<file path="src/verilog/emif16_regs.svh">
`ifndef EMIF16_REGS_SVH
`define EMIF16_REGS_SVH
// Register byte offsets
`define OFF_CTRL 12'h000
`define OFF_SPACE 12'h004
`define OFF_ACCESS 12'h008
`define OFF_STATUS 12'h00C
`define OFF_STRAP 12'h010
// Control register fields
`define CTRL_DIV_LSB 0
`define CTRL_BUSREQ_BIT 2
`define CTRL_PDT_BIT 3
`define CTRL_RESET 32'h0000_0000
// Space config: two bits of memory type per space, read strobe select per space
`define SPACE_TYPE_LSB 0
`define SPACE_RSEL_LSB 8
`define SPACE_RESET 32'h0000_0000
// Access register fields
`define ACC_ADDR_LSB 0
`define ACC_SPACE_LSB 24
`define ACC_BE_LSB 26
`define ACC_WRITE_BIT 28
`define ACC_GO_BIT 31
// Strap pin positions on the address bus
`define STRAP_ENDIAN_BIT 19
`define STRAP_CLK_LSB 13
// Access strobe length in clocks
`define STROBE_CYCLES 4'h3
`endif
</file>
<file path="src/verilog/emif16_pkg.sv">
package emif16_pkg;
   typedef enum logic [1:0] {
      MEM_ASYNC = 2'h0,
      MEM_SDRAM = 2'h1,
      MEM_SYNC = 2'h2
   } mem_type_t;
   typedef enum logic [1:0] {
      CLK_EXT = 2'h0,
      CLK_DIV4 = 2'h1,
      CLK_DIV6 = 2'h2
   } clk_src_t;
   typedef enum logic [3:0] {
      ST_IDLE = 4'b0001,
      ST_STROBE = 4'b0010,
      ST_WAIT = 4'b0100,
      ST_HOLD = 4'b1000
   } state_t;
endpackage : emif16_pkg

</file>
<file path="src/verilog/emif16_port.sv">
`timescale 1ns/1ps
`default_nettype none
`include "emif16_regs.svh"
module emif16_port
   import emif16_pkg::*;
#(
   parameter int ADDR_W = 20
) (
   // APB
   input wire logic pclk,
   input wire logic presetn,
   input wire logic psel,
   input wire logic penable,
   input wire logic pwrite,
   input wire logic [11:0] paddr,
   input wire logic [31:0] pwdata,
   output logic [31:0] prdata,
   output logic pready,
   output logic pslverr,
   // Clock sources
   input wire logic iface_ext_clock_in,
   output logic iface_clock_out_full,
   output logic iface_clock_out_divided,
   // Address pins, two-way, enable low while driving
   input wire logic [ADDR_W-1:0] addr_in,
   output logic [ADDR_W-1:0] addr_out,
   output logic addr_oe_n,
   // Memory control
   output logic [1:0] byte_lane_enables_n,
   output logic [3:0] chip_enable_n,
   output logic shared_read_strobe_n,
   output logic shared_output_enable_n,
   output logic shared_write_strobe_n,
   output logic fifo_space_output_enable_n,
   output logic peripheral_direct_transfer_n,
   input wire logic async_ready_in,
   // Arbitration
   input wire logic host_bus_request_in_n,
   output logic host_bus_grant_out_n,
   output logic device_bus_request_out,
   // Strapped byte order
   output logic little_endian
);
   logic [31:0] ctrl_reg;
   logic [31:0] space_reg;
   logic [31:0] acc_reg;
   logic go_reg;
   logic straps_taken_reg;
   logic [1:0] clk_src_reg;
   state_t state_reg;
   logic [3:0] cnt_reg;
   logic [2:0] div_cnt_reg;
   logic src_clk_reg;
   logic src_prev_reg;
   logic [1:0] div2_reg;
   logic src_rise;
   logic [1:0] acc_space;
   mem_type_t acc_type;
   logic acc_rsel;
   logic acc_write;
   logic apb_wr;
   logic [1:0] div_sel;
   logic apb_take;
   logic [1:0] strap_clk_code;
   logic access_active;
   logic read_strobe_on;
   logic output_enable_on;
   logic fifo_enable_on;

   assign apb_wr = psel & penable & pwrite;
   assign acc_space = acc_reg[`ACC_SPACE_LSB +: 2];
   assign acc_type = mem_type_t'(space_reg[{acc_space, 1'b0} +: 2]);
   assign acc_rsel = space_reg[`SPACE_RSEL_LSB + {30'h0, acc_space}];
   assign acc_write = acc_reg[`ACC_WRITE_BIT];
   assign div_sel = ctrl_reg[`CTRL_DIV_LSB +: 2];
   assign apb_take = apb_wr & pready;
   assign strap_clk_code = addr_in[`STRAP_CLK_LSB +: 2];

   // APB read side and handshake, zero wait states
   always_ff @(posedge pclk or negedge presetn) begin
      if (!presetn) begin
         prdata <= 32'h0000_0000;
         pready <= 1'b0;
         pslverr <= 1'b0;
      end else begin
         pready <= psel & ~penable;
         pslverr <= 1'b0;
         if (psel && !penable) begin
            unique case (paddr)
               `OFF_CTRL: prdata <= ctrl_reg;
               `OFF_SPACE: prdata <= space_reg;
               `OFF_ACCESS: prdata <= acc_reg;
               `OFF_STATUS: prdata <= {28'h0, state_reg};
               `OFF_STRAP: prdata <= {28'h0, straps_taken_reg, little_endian, clk_src_reg};
               default: begin
                  prdata <= 32'h0000_0000;
                  pslverr <= 1'b1;
               end
            endcase
         end
      end
   end

   // APB writes land at the edge that completes the access
   always_ff @(posedge pclk or negedge presetn) begin
      if (!presetn) begin
         ctrl_reg <= `CTRL_RESET;
         space_reg <= `SPACE_RESET;
         acc_reg <= 32'h0000_0000;
      end else if (apb_take) begin
         if (paddr == `OFF_CTRL) ctrl_reg <= pwdata;
         if (paddr == `OFF_SPACE) space_reg <= pwdata;
         // Access word is frozen while the sequencer uses it
         if (paddr == `OFF_ACCESS && state_reg == ST_IDLE) acc_reg <= pwdata;
      end
   end

   // Access launch pulse; set wins over the clear by the sequencer
   always_ff @(posedge pclk or negedge presetn) begin
      if (!presetn) begin
         go_reg <= 1'b0;
      end else if (apb_wr && pready && paddr == `OFF_ACCESS && pwdata[`ACC_GO_BIT]
                   && state_reg == ST_IDLE) begin
         go_reg <= 1'b1;
      end else if (state_reg == ST_STROBE) begin
         go_reg <= 1'b0;
      end
   end

   // Straps sampled once after reset release, held until next reset
   always_ff @(posedge pclk or negedge presetn) begin
      if (!presetn) begin
         straps_taken_reg <= 1'b0;
         clk_src_reg <= CLK_EXT;
         little_endian <= 1'b1;
      end else if (!straps_taken_reg) begin
         straps_taken_reg <= 1'b1;
         little_endian <= addr_in[`STRAP_ENDIAN_BIT];
         clk_src_reg <= (strap_clk_code == 2'h3) ? CLK_EXT : strap_clk_code;
      end
   end

   // Source clock generation: external pin sampled, or pclk divided by 4 or 6
   always_ff @(posedge pclk or negedge presetn) begin
      if (!presetn) begin
         div_cnt_reg <= 3'h0;
         src_clk_reg <= 1'b0;
         src_prev_reg <= 1'b0;
      end else begin
         src_prev_reg <= src_clk_reg;
         unique case (clk_src_reg)
            CLK_DIV4: begin
               div_cnt_reg <= (div_cnt_reg >= 3'h1) ? 3'h0 : div_cnt_reg + 3'h1;
               if (div_cnt_reg >= 3'h1) src_clk_reg <= ~src_clk_reg;
            end
            CLK_DIV6: begin
               div_cnt_reg <= (div_cnt_reg >= 3'h2) ? 3'h0 : div_cnt_reg + 3'h1;
               if (div_cnt_reg >= 3'h2) src_clk_reg <= ~src_clk_reg;
            end
            default: begin
               div_cnt_reg <= 3'h0;
               src_clk_reg <= iface_ext_clock_in;
            end
         endcase
      end
   end
   assign src_rise = src_clk_reg & ~src_prev_reg;

   // Divider for the second output clock, counts source rising edges
   always_ff @(posedge pclk or negedge presetn) begin
      if (!presetn) begin
         div2_reg <= 2'h0;
      end else if (src_rise) begin
         div2_reg <= div2_reg + 2'h1;
      end
   end

   // Output clocks: full rate and programmable divide
   always_ff @(posedge pclk or negedge presetn) begin
      if (!presetn) begin
         iface_clock_out_full <= 1'b0;
         iface_clock_out_divided <= 1'b0;
      end else begin
         iface_clock_out_full <= src_clk_reg;
         unique case (div_sel)
            2'h1: iface_clock_out_divided <= div2_reg[0];
            2'h2: iface_clock_out_divided <= div2_reg[1];
            default: iface_clock_out_divided <= src_clk_reg;
         endcase
      end
   end

   // Strobe length counter, reloaded while idle so every access starts full
   always_ff @(posedge pclk or negedge presetn) begin
      if (!presetn) begin
         cnt_reg <= 4'h0;
      end else if (state_reg == ST_IDLE) begin
         cnt_reg <= `STROBE_CYCLES;
      end else if (state_reg == ST_STROBE && cnt_reg > 4'h1) begin
         cnt_reg <= cnt_reg - 4'h1;
      end
   end

   // Access sequencer and bus hold arbitration; host hold beats a pending access
   always_ff @(posedge pclk or negedge presetn) begin
      if (!presetn) begin
         state_reg <= ST_IDLE;
      end else begin
         unique case (state_reg)
            ST_IDLE: begin
               if (!host_bus_request_in_n) begin
                  state_reg <= ST_HOLD;
               end else if (go_reg && straps_taken_reg) begin
                  state_reg <= ST_STROBE;
               end
            end
            ST_STROBE: begin
               if (cnt_reg <= 4'h1) state_reg <= ST_WAIT;
            end
            ST_WAIT: begin
               if (acc_type != MEM_ASYNC || async_ready_in) state_reg <= ST_IDLE;
            end
            ST_HOLD: begin
               if (host_bus_request_in_n) state_reg <= ST_IDLE;
            end
            default: state_reg <= ST_IDLE;
         endcase
      end
   end

   // Sequencer is driving the external bus
   assign access_active = (state_reg == ST_STROBE) || (state_reg == ST_WAIT);
   // Role of each shared pin: column strobe and address strobe act on writes too
   assign read_strobe_on = !acc_write || acc_type == MEM_SDRAM
      || (acc_type == MEM_SYNC && !acc_rsel);
   assign output_enable_on = !acc_write || acc_type == MEM_SDRAM;
   assign fifo_enable_on = !acc_write && acc_space == 2'h3 && acc_type == MEM_SYNC;

   // Address pins stay inputs until straps taken, off during hold
   always_ff @(posedge pclk or negedge presetn) begin
      if (!presetn) begin
         addr_out <= '0;
         addr_oe_n <= 1'b1;
      end else begin
         addr_oe_n <= ~straps_taken_reg || (state_reg == ST_HOLD);
         addr_out <= acc_reg[`ACC_ADDR_LSB +: ADDR_W];
      end
   end

   // Byte lanes and chip enables, levels for the whole access
   always_ff @(posedge pclk or negedge presetn) begin
      if (!presetn) begin
         byte_lane_enables_n <= 2'h3;
         chip_enable_n <= 4'hF;
      end else begin
         byte_lane_enables_n <= access_active ? ~acc_reg[`ACC_BE_LSB +: 2] : 2'h3;
         chip_enable_n <= access_active ? ~(4'h1 << acc_space) : 4'hF;
      end
   end

   // Shared strobes, one level per access with no per-cycle timing
   always_ff @(posedge pclk or negedge presetn) begin
      if (!presetn) begin
         shared_read_strobe_n <= 1'b1;
         shared_output_enable_n <= 1'b1;
         shared_write_strobe_n <= 1'b1;
         fifo_space_output_enable_n <= 1'b1;
      end else begin
         shared_read_strobe_n <= ~(access_active && read_strobe_on);
         shared_output_enable_n <= ~(access_active && output_enable_on);
         shared_write_strobe_n <= ~(access_active && acc_write);
         fifo_space_output_enable_n <= ~(access_active && fifo_enable_on);
      end
   end

   // Peripheral transfer and arbitration outputs
   always_ff @(posedge pclk or negedge presetn) begin
      if (!presetn) begin
         peripheral_direct_transfer_n <= 1'b1;
         host_bus_grant_out_n <= 1'b1;
         device_bus_request_out <= 1'b0;
      end else begin
         peripheral_direct_transfer_n <= ~(access_active && ctrl_reg[`CTRL_PDT_BIT]);
         host_bus_grant_out_n <= ~(state_reg == ST_HOLD);
         device_bus_request_out <= go_reg || access_active
            || ctrl_reg[`CTRL_BUSREQ_BIT];
      end
   end
endmodule : emif16_port
`default_nettype wire

</file>
<file path="config.mk">
export PLATFORM = sky130hd
export DESIGN_NAME = emif16_port
export DESIGN_NICKNAME = d
export VERILOG_FILES = /design/src/verilog/emif16_pkg.sv /design/src/verilog/emif16_port.sv
export VERILOG_INCLUDE_DIRS = /design/src /design/src/verilog
export SDC_FILE = /design/constraint.sdc
export NUM_CORES = 1
export LEC_CHECK = 0
export BUFFER_PORTS_ARGS = -buffer_cell sky130_fd_sc_hd__buf_4
export CELL_PAD_IN_SITES_DETAIL_PLACEMENT = 1
export CELL_PAD_IN_SITES_GLOBAL_PLACEMENT = 1
export CORE_UTILIZATION = 30
export DETAILED_ROUTE_END_ITERATION = 8
export MAX_ROUTING_LAYER = met4
export PLACE_DENSITY = 0.64
export SLEW_MARGIN = 20
export SYNTH_ARGS = -nofsm -noshare
export SYNTH_HDL_FRONTEND = slang
export SYNTH_SLANG_ARGS = --single-unit
</file>
<file path="constraint.sdc">
create_clock -name pclk -period 1.6 [get_ports pclk]
set_input_delay 0.08 -clock pclk [delete_from_list [all_inputs] [get_ports pclk]]
set_output_delay 0.08 -clock pclk [all_outputs]
set_load 0.1 [all_outputs]
</file>
# After elaboration in Yosys (flattened, before gate mapping)
# Index checks and enable logic that the tools add are counted.
dict set report op_classes {
  n_eq_ne 22
  magnitude_cmp 5
  bitwise_logic 17
  reduce_logical 36
  shift 2
  add_sub_neg 4
  mux 25
}
# op count
set ops {}
lappend ops {{one-hot mux 32 bit (5 select lines)} 1}
lappend ops {{two-way mux 4 bit} 8}
lappend ops {{variable part select 32 x 4 -> 2 bit} 1}
lappend ops {{equality test 12 x 4 -> 1 bit (second input constant)} 2}
lappend ops {{logical AND 1 bit} 16}
lappend ops {{one-hot mux 4 bit (4 select lines)} 1}
lappend ops {{equality test 12 x 3 -> 1 bit (second input constant)} 1}
lappend ops {{equality test 12 x 5 -> 1 bit (second input constant)} 1}
lappend ops {{logical NOT 12 bit} 1}
lappend ops {{equality test 2 bit (second input constant)} 5}
lappend ops {{!= test 2 bit (second input constant)} 5}
lappend ops {{NOT 1 bit} 10}
lappend ops {{AND reduction 2 bit} 4}
lappend ops {{logical OR 1 bit} 7}
lappend ops {{two-way mux 1 bit} 7}
lappend ops {{equality test 2 x 1 -> 1 bit (second input constant)} 3}
lappend ops {{less-than comparator 5 x 6 -> 1 bit (second input constant)} 1}
lappend ops {{two-way mux 3 bit} 2}
lappend ops {{one-hot mux 3 bit (2 select lines)} 1}
lappend ops {{nonzero test 2 bit} 3}
lappend ops {{adder 4 x 2 -> 5 bit (first input constant)} 1}
lappend ops {{AND 1 bit} 5}
lappend ops {{binary-select mux 1 bit (select 5 bit)} 1}
lappend ops {{OR reduction 5 bit} 1}
lappend ops {{other kinds (19)} 23}
dict set report totals {
  out_inout_bits 71
  regBits 185
  input_bits 72
  word_cells 139
}

# Longest topological paths before layout
# Gate-level depths: netlist (run 1).
dict set report logic_depth {
  ltp_word 8
  depth_mapped 7
  ltp_nobuf 6
}

# Worst setup path before layout (run 1)
# Ideal clock, no wire load.
dict set report synth_timing {
  path_type {register -> register}
  startpoint {register pready}
  endpoint {register acc_reg[10]}
  setup_slack_ns -0.579
  arrival_ns 2.051
  required_ns 1.472
  stages_incl_launch_ff 6
  path_buffers 1
  period_less_slack_ns 2.179
  setup_time_ns 0.128
  cell_sequence {dfrtp_1 nand4_1 nor2_1 nand4_4 buf_2 mux2_1}
}
dict set report synth_between {
  elab_chain_len 2
}
# item line
set synth_lines {}
lappend synth_lines {{start, declared} emif16_port.sv:18} ;# output logic pready,
lappend synth_lines {{start signal, assigned} emif16_port.sv:86} ;# pready <= psel & ~penable;
lappend synth_lines {{AND 1 bit} emif16_port.sv:76} ;# assign apb_take = apb_wr & pready;
lappend synth_lines {{AND reduction 2 bit (no line)} n/a}
lappend synth_lines {{end signal, assigned} emif16_port.sv:114} ;# if (paddr == `OFF_ACCESS && state_reg == ST_IDLE) acc_reg <= pwdata;
lappend synth_lines {{end, declared} emif16_port.sv:46} ;# logic [31:0] acc_reg;
# Every way passes these cells.
# A chain may end at the register's enable or synchronous reset.

# Worst setup path in the final report (run 1)
dict set report layout_timing {
  startpoint {register pready}
  endpoint {register space_reg[31]}
}
dict set report layout_between {
  elab_chain_len 2
}
# item line
set layout_lines {}
lappend layout_lines {{AND 1 bit} emif16_port.sv:76}
lappend layout_lines {{AND reduction 2 bit (no line)} n/a}
lappend layout_lines {{end signal, assigned} emif16_port.sv:108} ;# space_reg <= `SPACE_RESET;
lappend layout_lines {{end signal, assigned} emif16_port.sv:112} ;# if (paddr == `OFF_SPACE) space_reg <= pwdata;
lappend layout_lines {{end, declared} emif16_port.sv:45} ;# logic [31:0] space_reg;
# Every way passes these cells.

==> results of run 1 <==
## area by class of cell
cell class                 count  share of cell area [%]
clock buffer                  20                    4.16
tap                          330                    3.76
timing repair buffer         225                    18.6
antenna                        1                  0.0228
inverter                      12                   0.410
multi-input combinational    338                    29.5
clock inverter                11                    1.21
sequential                   185                    42.4
## cell usage in the layout, fill, tap and decap left out, drive strengths merged, types with 4 or more instances in the layout
cell,count
o21ai,46
nand3,6
nand2b,5
dfstp,15
a21oi,5
or4b,4
buf,178
clkbuf,24
mux2i,30
inv,17
nor2b,4
ha,9
nand3b,4
xnor2,4
a22o,30
mux2,99
nand2,45
dfrtp,170
nor2,15
dlygate4sd3,43
mux4,4
## stage by stage
| step | hold slack, ps | setup WS, ps | cell area [um^2] | power, mW |
|---|---|---|---|---|
| floorplan | -216 | -125 | 7730 | 5.87 |
| global placement | -98.9 | -89.3 | 9360 | 6.46 |
| detailed placement | -97.4 | -172 | 9360 | 6.52 |
| CTS | 104 | -49.8 | 10600 | 11.0 |
| global route | 141 | -173 | 11000 | 11.4 |
| finish | 117 | -126 | 11000 | 11.0 |
## worst min-delay path by stage
stage	end	slack [ps]	cells past startpoint
after floorplan	acc_reg[0]$_DFFE_PN0P_	-220	0
after global placement	prdata[19]$_DFFE_PN0P_	-100	1
after detailed placement	prdata[19]$_DFFE_PN0P_	-100	1
after CTS	prdata[0]$_DFFE_PN0P_	100	3
after global routing	prdata[0]$_DFFE_PN0P_	140	3
final	prdata[0]$_DFFE_PN0P_	120	3
## routing by layer
metal  global-route usage (%)  share of wire (%)  routed length [um]  vias to the layer above
met1                     24.0                 46               10700                     2890
met2                     29.0                 49               11300                      129
met4                     4.55                1.1                 254                        0
met5                        -                  0                   0                        -
li1                         -                  -                   -                     2441
met3                     3.75                3.7                 861                       20
## power groups by stage
stage	clock (mW)	combinational [mW]	sequential, mW
after floorplan	0	0.417	5.45
after global placement	0	1.41	5.06
after detailed placement	0	1.45	5.07
after CTS	4.40	1.63	4.99
after global routing	4.59	1.82	5.01
final	4.30	1.72	4.99
## worst max-delay path, stage by stage (launching register included)
cell and delay (ps):
dfrtp_4 400, nand4_1 150, nor2_4 200, buf_6 140, nand3_4 170, clkbuf_16 230
mux2_4 300
## cells by family (layout without fill, tap and decap cells)
kind of cell    count (synthesis)  after routing  synth area share [%]
compound gates                 91             91                  7.82
xor+xnor                        5              5                 0.571
fa+ha+maj                       9              9                  1.47
buf+inv                        45            268                  2.64
flops                         185            185                  60.6
mux                           133            133                  19.6
other cells                     1              2                0.0489
simple gates                   99             99                  7.21
## repair_timing
| item | 4_1_cts | 5_1_grt |
|---|---|---|
| setup endpoints to repair | 76 | 99 |
| gates resized for setup | 58 | 54 |
| hold buffers | 43 | 0 |
| gates cloned | 0 | 6 |
| endpoints found under the hold margin | 278 | 0 |
| setup buffers | 2 | 4 |
| pin swaps | 8 | 7 |
==> run metrics, run 1 <==
status=complete, but fails checks; Tmin final=1730 ps; Crit Reg-Reg Startpoint=pready$_DFF_PN0_; RR Endpoint=space_reg[31]$_DFFE_PN0P_; beginning of the worst hold path=paddr[2]; syn avg cell area=13.5 um^2; sw power=3.07 mW; PortBufs=125; YS warnings=0; pwr/cell area=1000 nW/um^2; DR vias=5480; nets=860; core area=25100 um^2; Seq pwr share=45.3%; initial DRC count=258; failing checks=negative setup slack; die width=162 um; clock share of power=39.1%; DIE AREA=26200 um^2; Pins Over Slew Limit=0; Fill cells=2658; Max-slew headroom=66.5%; vias per cell=4.88; Cell Area, Synth=7670 um^2; clk_lat worst skew=440 ps; number of flops mapped to enable cells by yosys=0; GRT overflow=0; Final Skew=12.9 ps; TritonCTS clock tree=done; Layout Cells excl Fill=1122; Setup crit end=space_reg[31]$_DFFE_PN0P_; peak supply drop=0.705 mV; row count=58; share of flip-flops with an asynchronous set or reset=100%; H-tree levels=4; Sequential Area=4660 um^2; first-pass GRT wire length=35.3 mm; share of total power in combinational logic=15.6%; share of cells above drive strength 1=43.0%; Final Hold Vio Count=0; Req. time, crit path=1920 ps; top cells by count, synth=dfrtp_1 (170), mux2_1 (95), nand2_1 (44); maxcap violations=0; RSZ-0062 raised after global routing=true; Synth Flop Type=dfrtp_1; Root Driver=clkbuf_16; Tcrit/Tclk final=108%; setup TNS=-7730 ps; initial antenna violation count=1; Syn Nets=649; post-route setup slack=-126 ps; critical setup path kind=reg2reg; area share of the leading cell type in the synthesized netlist=55.5%; Syn-to-layout area delta=43.3%; Tightest Hold Check Type=in2reg; antenna-violating nets left=0; Worst setup startpoint=pready$_DFF_PN0_; DR DRC count=0; Multi-input gate area=3240 um^2; Max Clk Rate=579 MHz; sequential share of the synthesized area=60.6%; final core occ=43.8%; I/O pins=143; #FFs+latches synth=185; GRT Total Usage=18.3%; clock-pin slew on the worst setup and hold paths=70 ps; vias in the first global route=6008; Placed Instances=1035; Critical Path Source Type=flip-flop; Net Sw Frac=27.9%; largest net degree at the start of global routing=68; cells on worst reg2reg path=6; gpl congestion=0.918; Int Power=7.94 mW; LEAKAGE=5.53 nW; Crit. End Element=flip-flop; Synth area leader=dfrtp_1; 1st-pass router iterations=4; crit-path max FO=6; clk sink count=185; Cells after Synth=568; setup violators final=100; hpwl dp=14.9 mm; Tightest Pin Transition=501 ps; Avg WL per Cell=20.6 um; CTS buffer count=17; flop-to-flop setup slack=-130 ps; Initial Util=30.5%; final WL=23.1 mm; critical path arrival=2040 ps; top post-synthesis cells by area=dfrtp_1 (55%), mux2_1 (14%), dfstp_2 (5.1%); most frequent cell after synthesis=dfrtp_1; Yosys cell types=49; clock tree buffer depth=2; die height=162 um
Power figures use the tool's default switching activity.
==> run 2, diff against run 1 <==
- CTS_BUF_LIST: not set -> sky130_fd_sc_hd__clkbuf_8
- PLACE_DENSITY: 0.64 -> 0.62
- clock period: 1.6 -> 1.9 ns (I/O delays scaled with it)
==> run 2 against run 1 <==
  * The run now ends clean
  * Setup slack improved by 210 ps
  * First-iteration DRC count fell by 41%
  * Cell count fell by 3.0%
  * Clock power fell by 39%
  * Via count fell by 5.7%
  * Design area fell by 9.3%
  * Sequential power fell by 16%
  * Critical path type is now in2reg
  * Critical endpoint is now prdata[7]$_DFFE_PN0P_
  * Largest cell class unchanged
  * Highest routed layer unchanged
==> run metrics, run 2 (synthesis results as in run 1) <==
status=completed (was complete, but fails checks); share of total power in combinational logic=14.6% (was 15.6%); vias in the first global route=5923 (was 6008); critical setup path kind=in2reg (was reg2reg); core area=25100 um^2 (unchanged); Tcrit/Tclk final=95.5%; vias per cell=4.75 (was 4.88); setup TNS=0 ps (was -7730 ps); clock-pin slew on the worst setup and hold paths=110 ps (was 70 ps); H-tree levels=4 (unchanged); clk sink count=185 (unchanged); row count=58 (unchanged); Net Sw Frac=31.4% (was 27.9%); Setup crit end=prdata[7]$_DFFE_PN0P_ (was space_reg[31]$_DFFE_PN0P_); PortBufs=125 (unchanged); largest net degree at the start of global routing=58 (was 68); busiest grt layer=met2 (unchanged); RSZ-0062 raised after global routing=false (was true); Pins Over Slew Limit=0 (unchanged); Final Skew=15.4 ps (was 12.9 ps); Post-CTS Resized=0 (was 58); flop-to-flop setup slack=100 ps (was -130 ps); Req. time, crit path=2300 ps (was 1920 ps); nets=826 (was 860); Initial Util=30.5% (unchanged); pwr/cell area=802 nW/um^2 (was 1000 nW/um^2); grt met1 use=22.1% (was 24.0%); Max-slew headroom=66.4% (was 66.5%); placed inst area=9140 um^2 (was 9360 um^2); Root Driver=clkbuf_8 (was clkbuf_16); DIE AREA=26200 um^2 (unchanged); antenna-violating nets left=0 (unchanged); Max Clk Rate=551 MHz; DR DRC count=0 (unchanged); commonest non-fill, non-tap cell in the layout=dfrtp_1 (unchanged); Int Power=5.48 mW (was 7.94 mW); commonest non-fill, non-tap cells in the layout=dfrtp_1 (169), buf_4 (141), mux2_1 (95) (was dfrtp_1 (166), buf_4 (156), mux2_4 (78)); RR Endpoint=fifo_space_output_enable_n$_DFF_PN1_ (was space_reg[31]$_DFFE_PN0P_); clock share of power=32.7% (was 39.1%); met3 Use GR=3.40% (was 3.75%); Antenna Diode Count=0 (was 1); Crit Reg-Reg Startpoint=state_reg[1]$_DFFE_PN0P_ (was pready$_DFF_PN0_); clock tree buffer depth=2 (unchanged); met2 Use GR=28.4% (was 29.0%); sw power=2.51 mW (was 3.07 mW); Crit. End Element=flip-flop (unchanged); peak supply drop=0.650 mV (was 0.705 mV); final core occ=39.7% (was 43.8%); hpwl dp=14.0 mm (was 14.9 mm); Pwr Total=7.99 mW (was 11.0 mW); Worst setup startpoint=psel (was pready$_DFF_PN0_); I/O pins=143 (unchanged); Tightest Pin Transition=505 ps (was 501 ps); Final Hold Vio Count=0 (unchanged); LEAKAGE=4.96 nW (was 5.53 nW); TritonCTS clock tree=done (unchanged); maxcap violations=0 (unchanged); crit-path max FO=28 (was 6); gpl congestion=0.776 (was 0.918); GRT overflow=0 (unchanged); Finished Cell Area=9960 um^2 (was 11000 um^2); setup violators final=0 (was 100); share of cells above drive strength 1=28.6% (was 43.0%); first-pass GRT wire length=33.3 mm (was 35.3 mm); cells on worst reg2reg path=4 (was 6); 1st-pass router iterations=4 (unchanged); DR vias=5170 (was 5480); CTS buffer count=17 (unchanged); final WL=20.7 mm (was 23.1 mm); die width=162 um (unchanged); Tmin final=1810 ps; initial DRC count=152 (was 258); die height=162 um (unchanged); GRT Total Usage=17.3% (was 18.3%); clk_lat worst skew=470 ps (was 440 ps); Tightest Hold Check Type=in2reg (unchanged); Syn-to-layout area delta=29.9% (was 43.3%); Critical Path Source Type=input pin (was flip-flop); initial antenna violation count=0 (was 1); critical path arrival=2220 ps (was 2040 ps); Avg WL per Cell=19.0 um (was 20.6 um); Seq pwr share=52.7% (was 45.3%)
run 2: how the worst min path moves through the flow:
stage / startpoint / end / slack, ps / cells after the start
floorplan: presetn / acc_reg[0]$_DFFE_PN0P_ / -200 / 0
global placement: presetn / addr_out[16]$_DFF_PN0_ / 70 / 1
CTS: paddr[6] / prdata[1]$_DFFE_PN0P_ / 10 / 4
finish: paddr[6] / prdata[1]$_DFFE_PN0P_ / 60 / 4
detailed placement: presetn / ctrl_reg[16]$_DFFE_PN0P_ / 90 / 1
global route: paddr[7] / prdata[1]$_DFFE_PN0P_ / 60 / 4
run 2: power by group through the flow:
stage	Clock (mW)	Combinational, mW	Sequential [mW]
after floorplan	0	0.345	4.59
after global placement	0	1.08	4.28
after detailed placement	0	1.11	4.29
after CTS	2.72	1.19	4.22
after global routing	2.89	1.25	4.23
final	2.61	1.17	4.21
run 2: critical path, cell delays in order:
cell	delay (ps)
dlygate4sd3_1	530
buf_4	110
nand2b_2	60
dlygate4sd3_1	580
inv_2	80
nand4_1	190
nor2_4	170
buf_12	210
a22o_1	170
run 2: layout make-up:
cell class / instances / area [um^2]
tap: 330 / 413
multi-input combinational: 338 / 2830
clock inverter: 15 / 163
fill: 2700 / 15100
timing repair buffer: 191 / 1620
inverter: 12 / 45.0
sequential: 185 / 4650
clock buffer: 17 / 234
run 2: metrics by stage:
stage	std cells	worst slack, ps	hold WS (ps)
after floorplan	568	84.4	-201
after global placement	1013	136	74.5
after detailed placement	1013	99.0	89.8
after CTS	1088	80.2	12.9
after global routing	1088	29.6	62.4
final	1088	85.0	55.8
run 2: repair_timing:
item                                   in CTS  in global routing
endpoints found under the hold margin     171                  0
setup buffers                               0                  0
hold buffers                               43                  0
run 2: metal layers:
metal | vias up | routed length [um]
met5 | - | 0
met4 | 0 | 190
met3 | 17 | 727
met2 | 118 | 10100
met1 | 2667 | 9660
li1 | 2368 | -
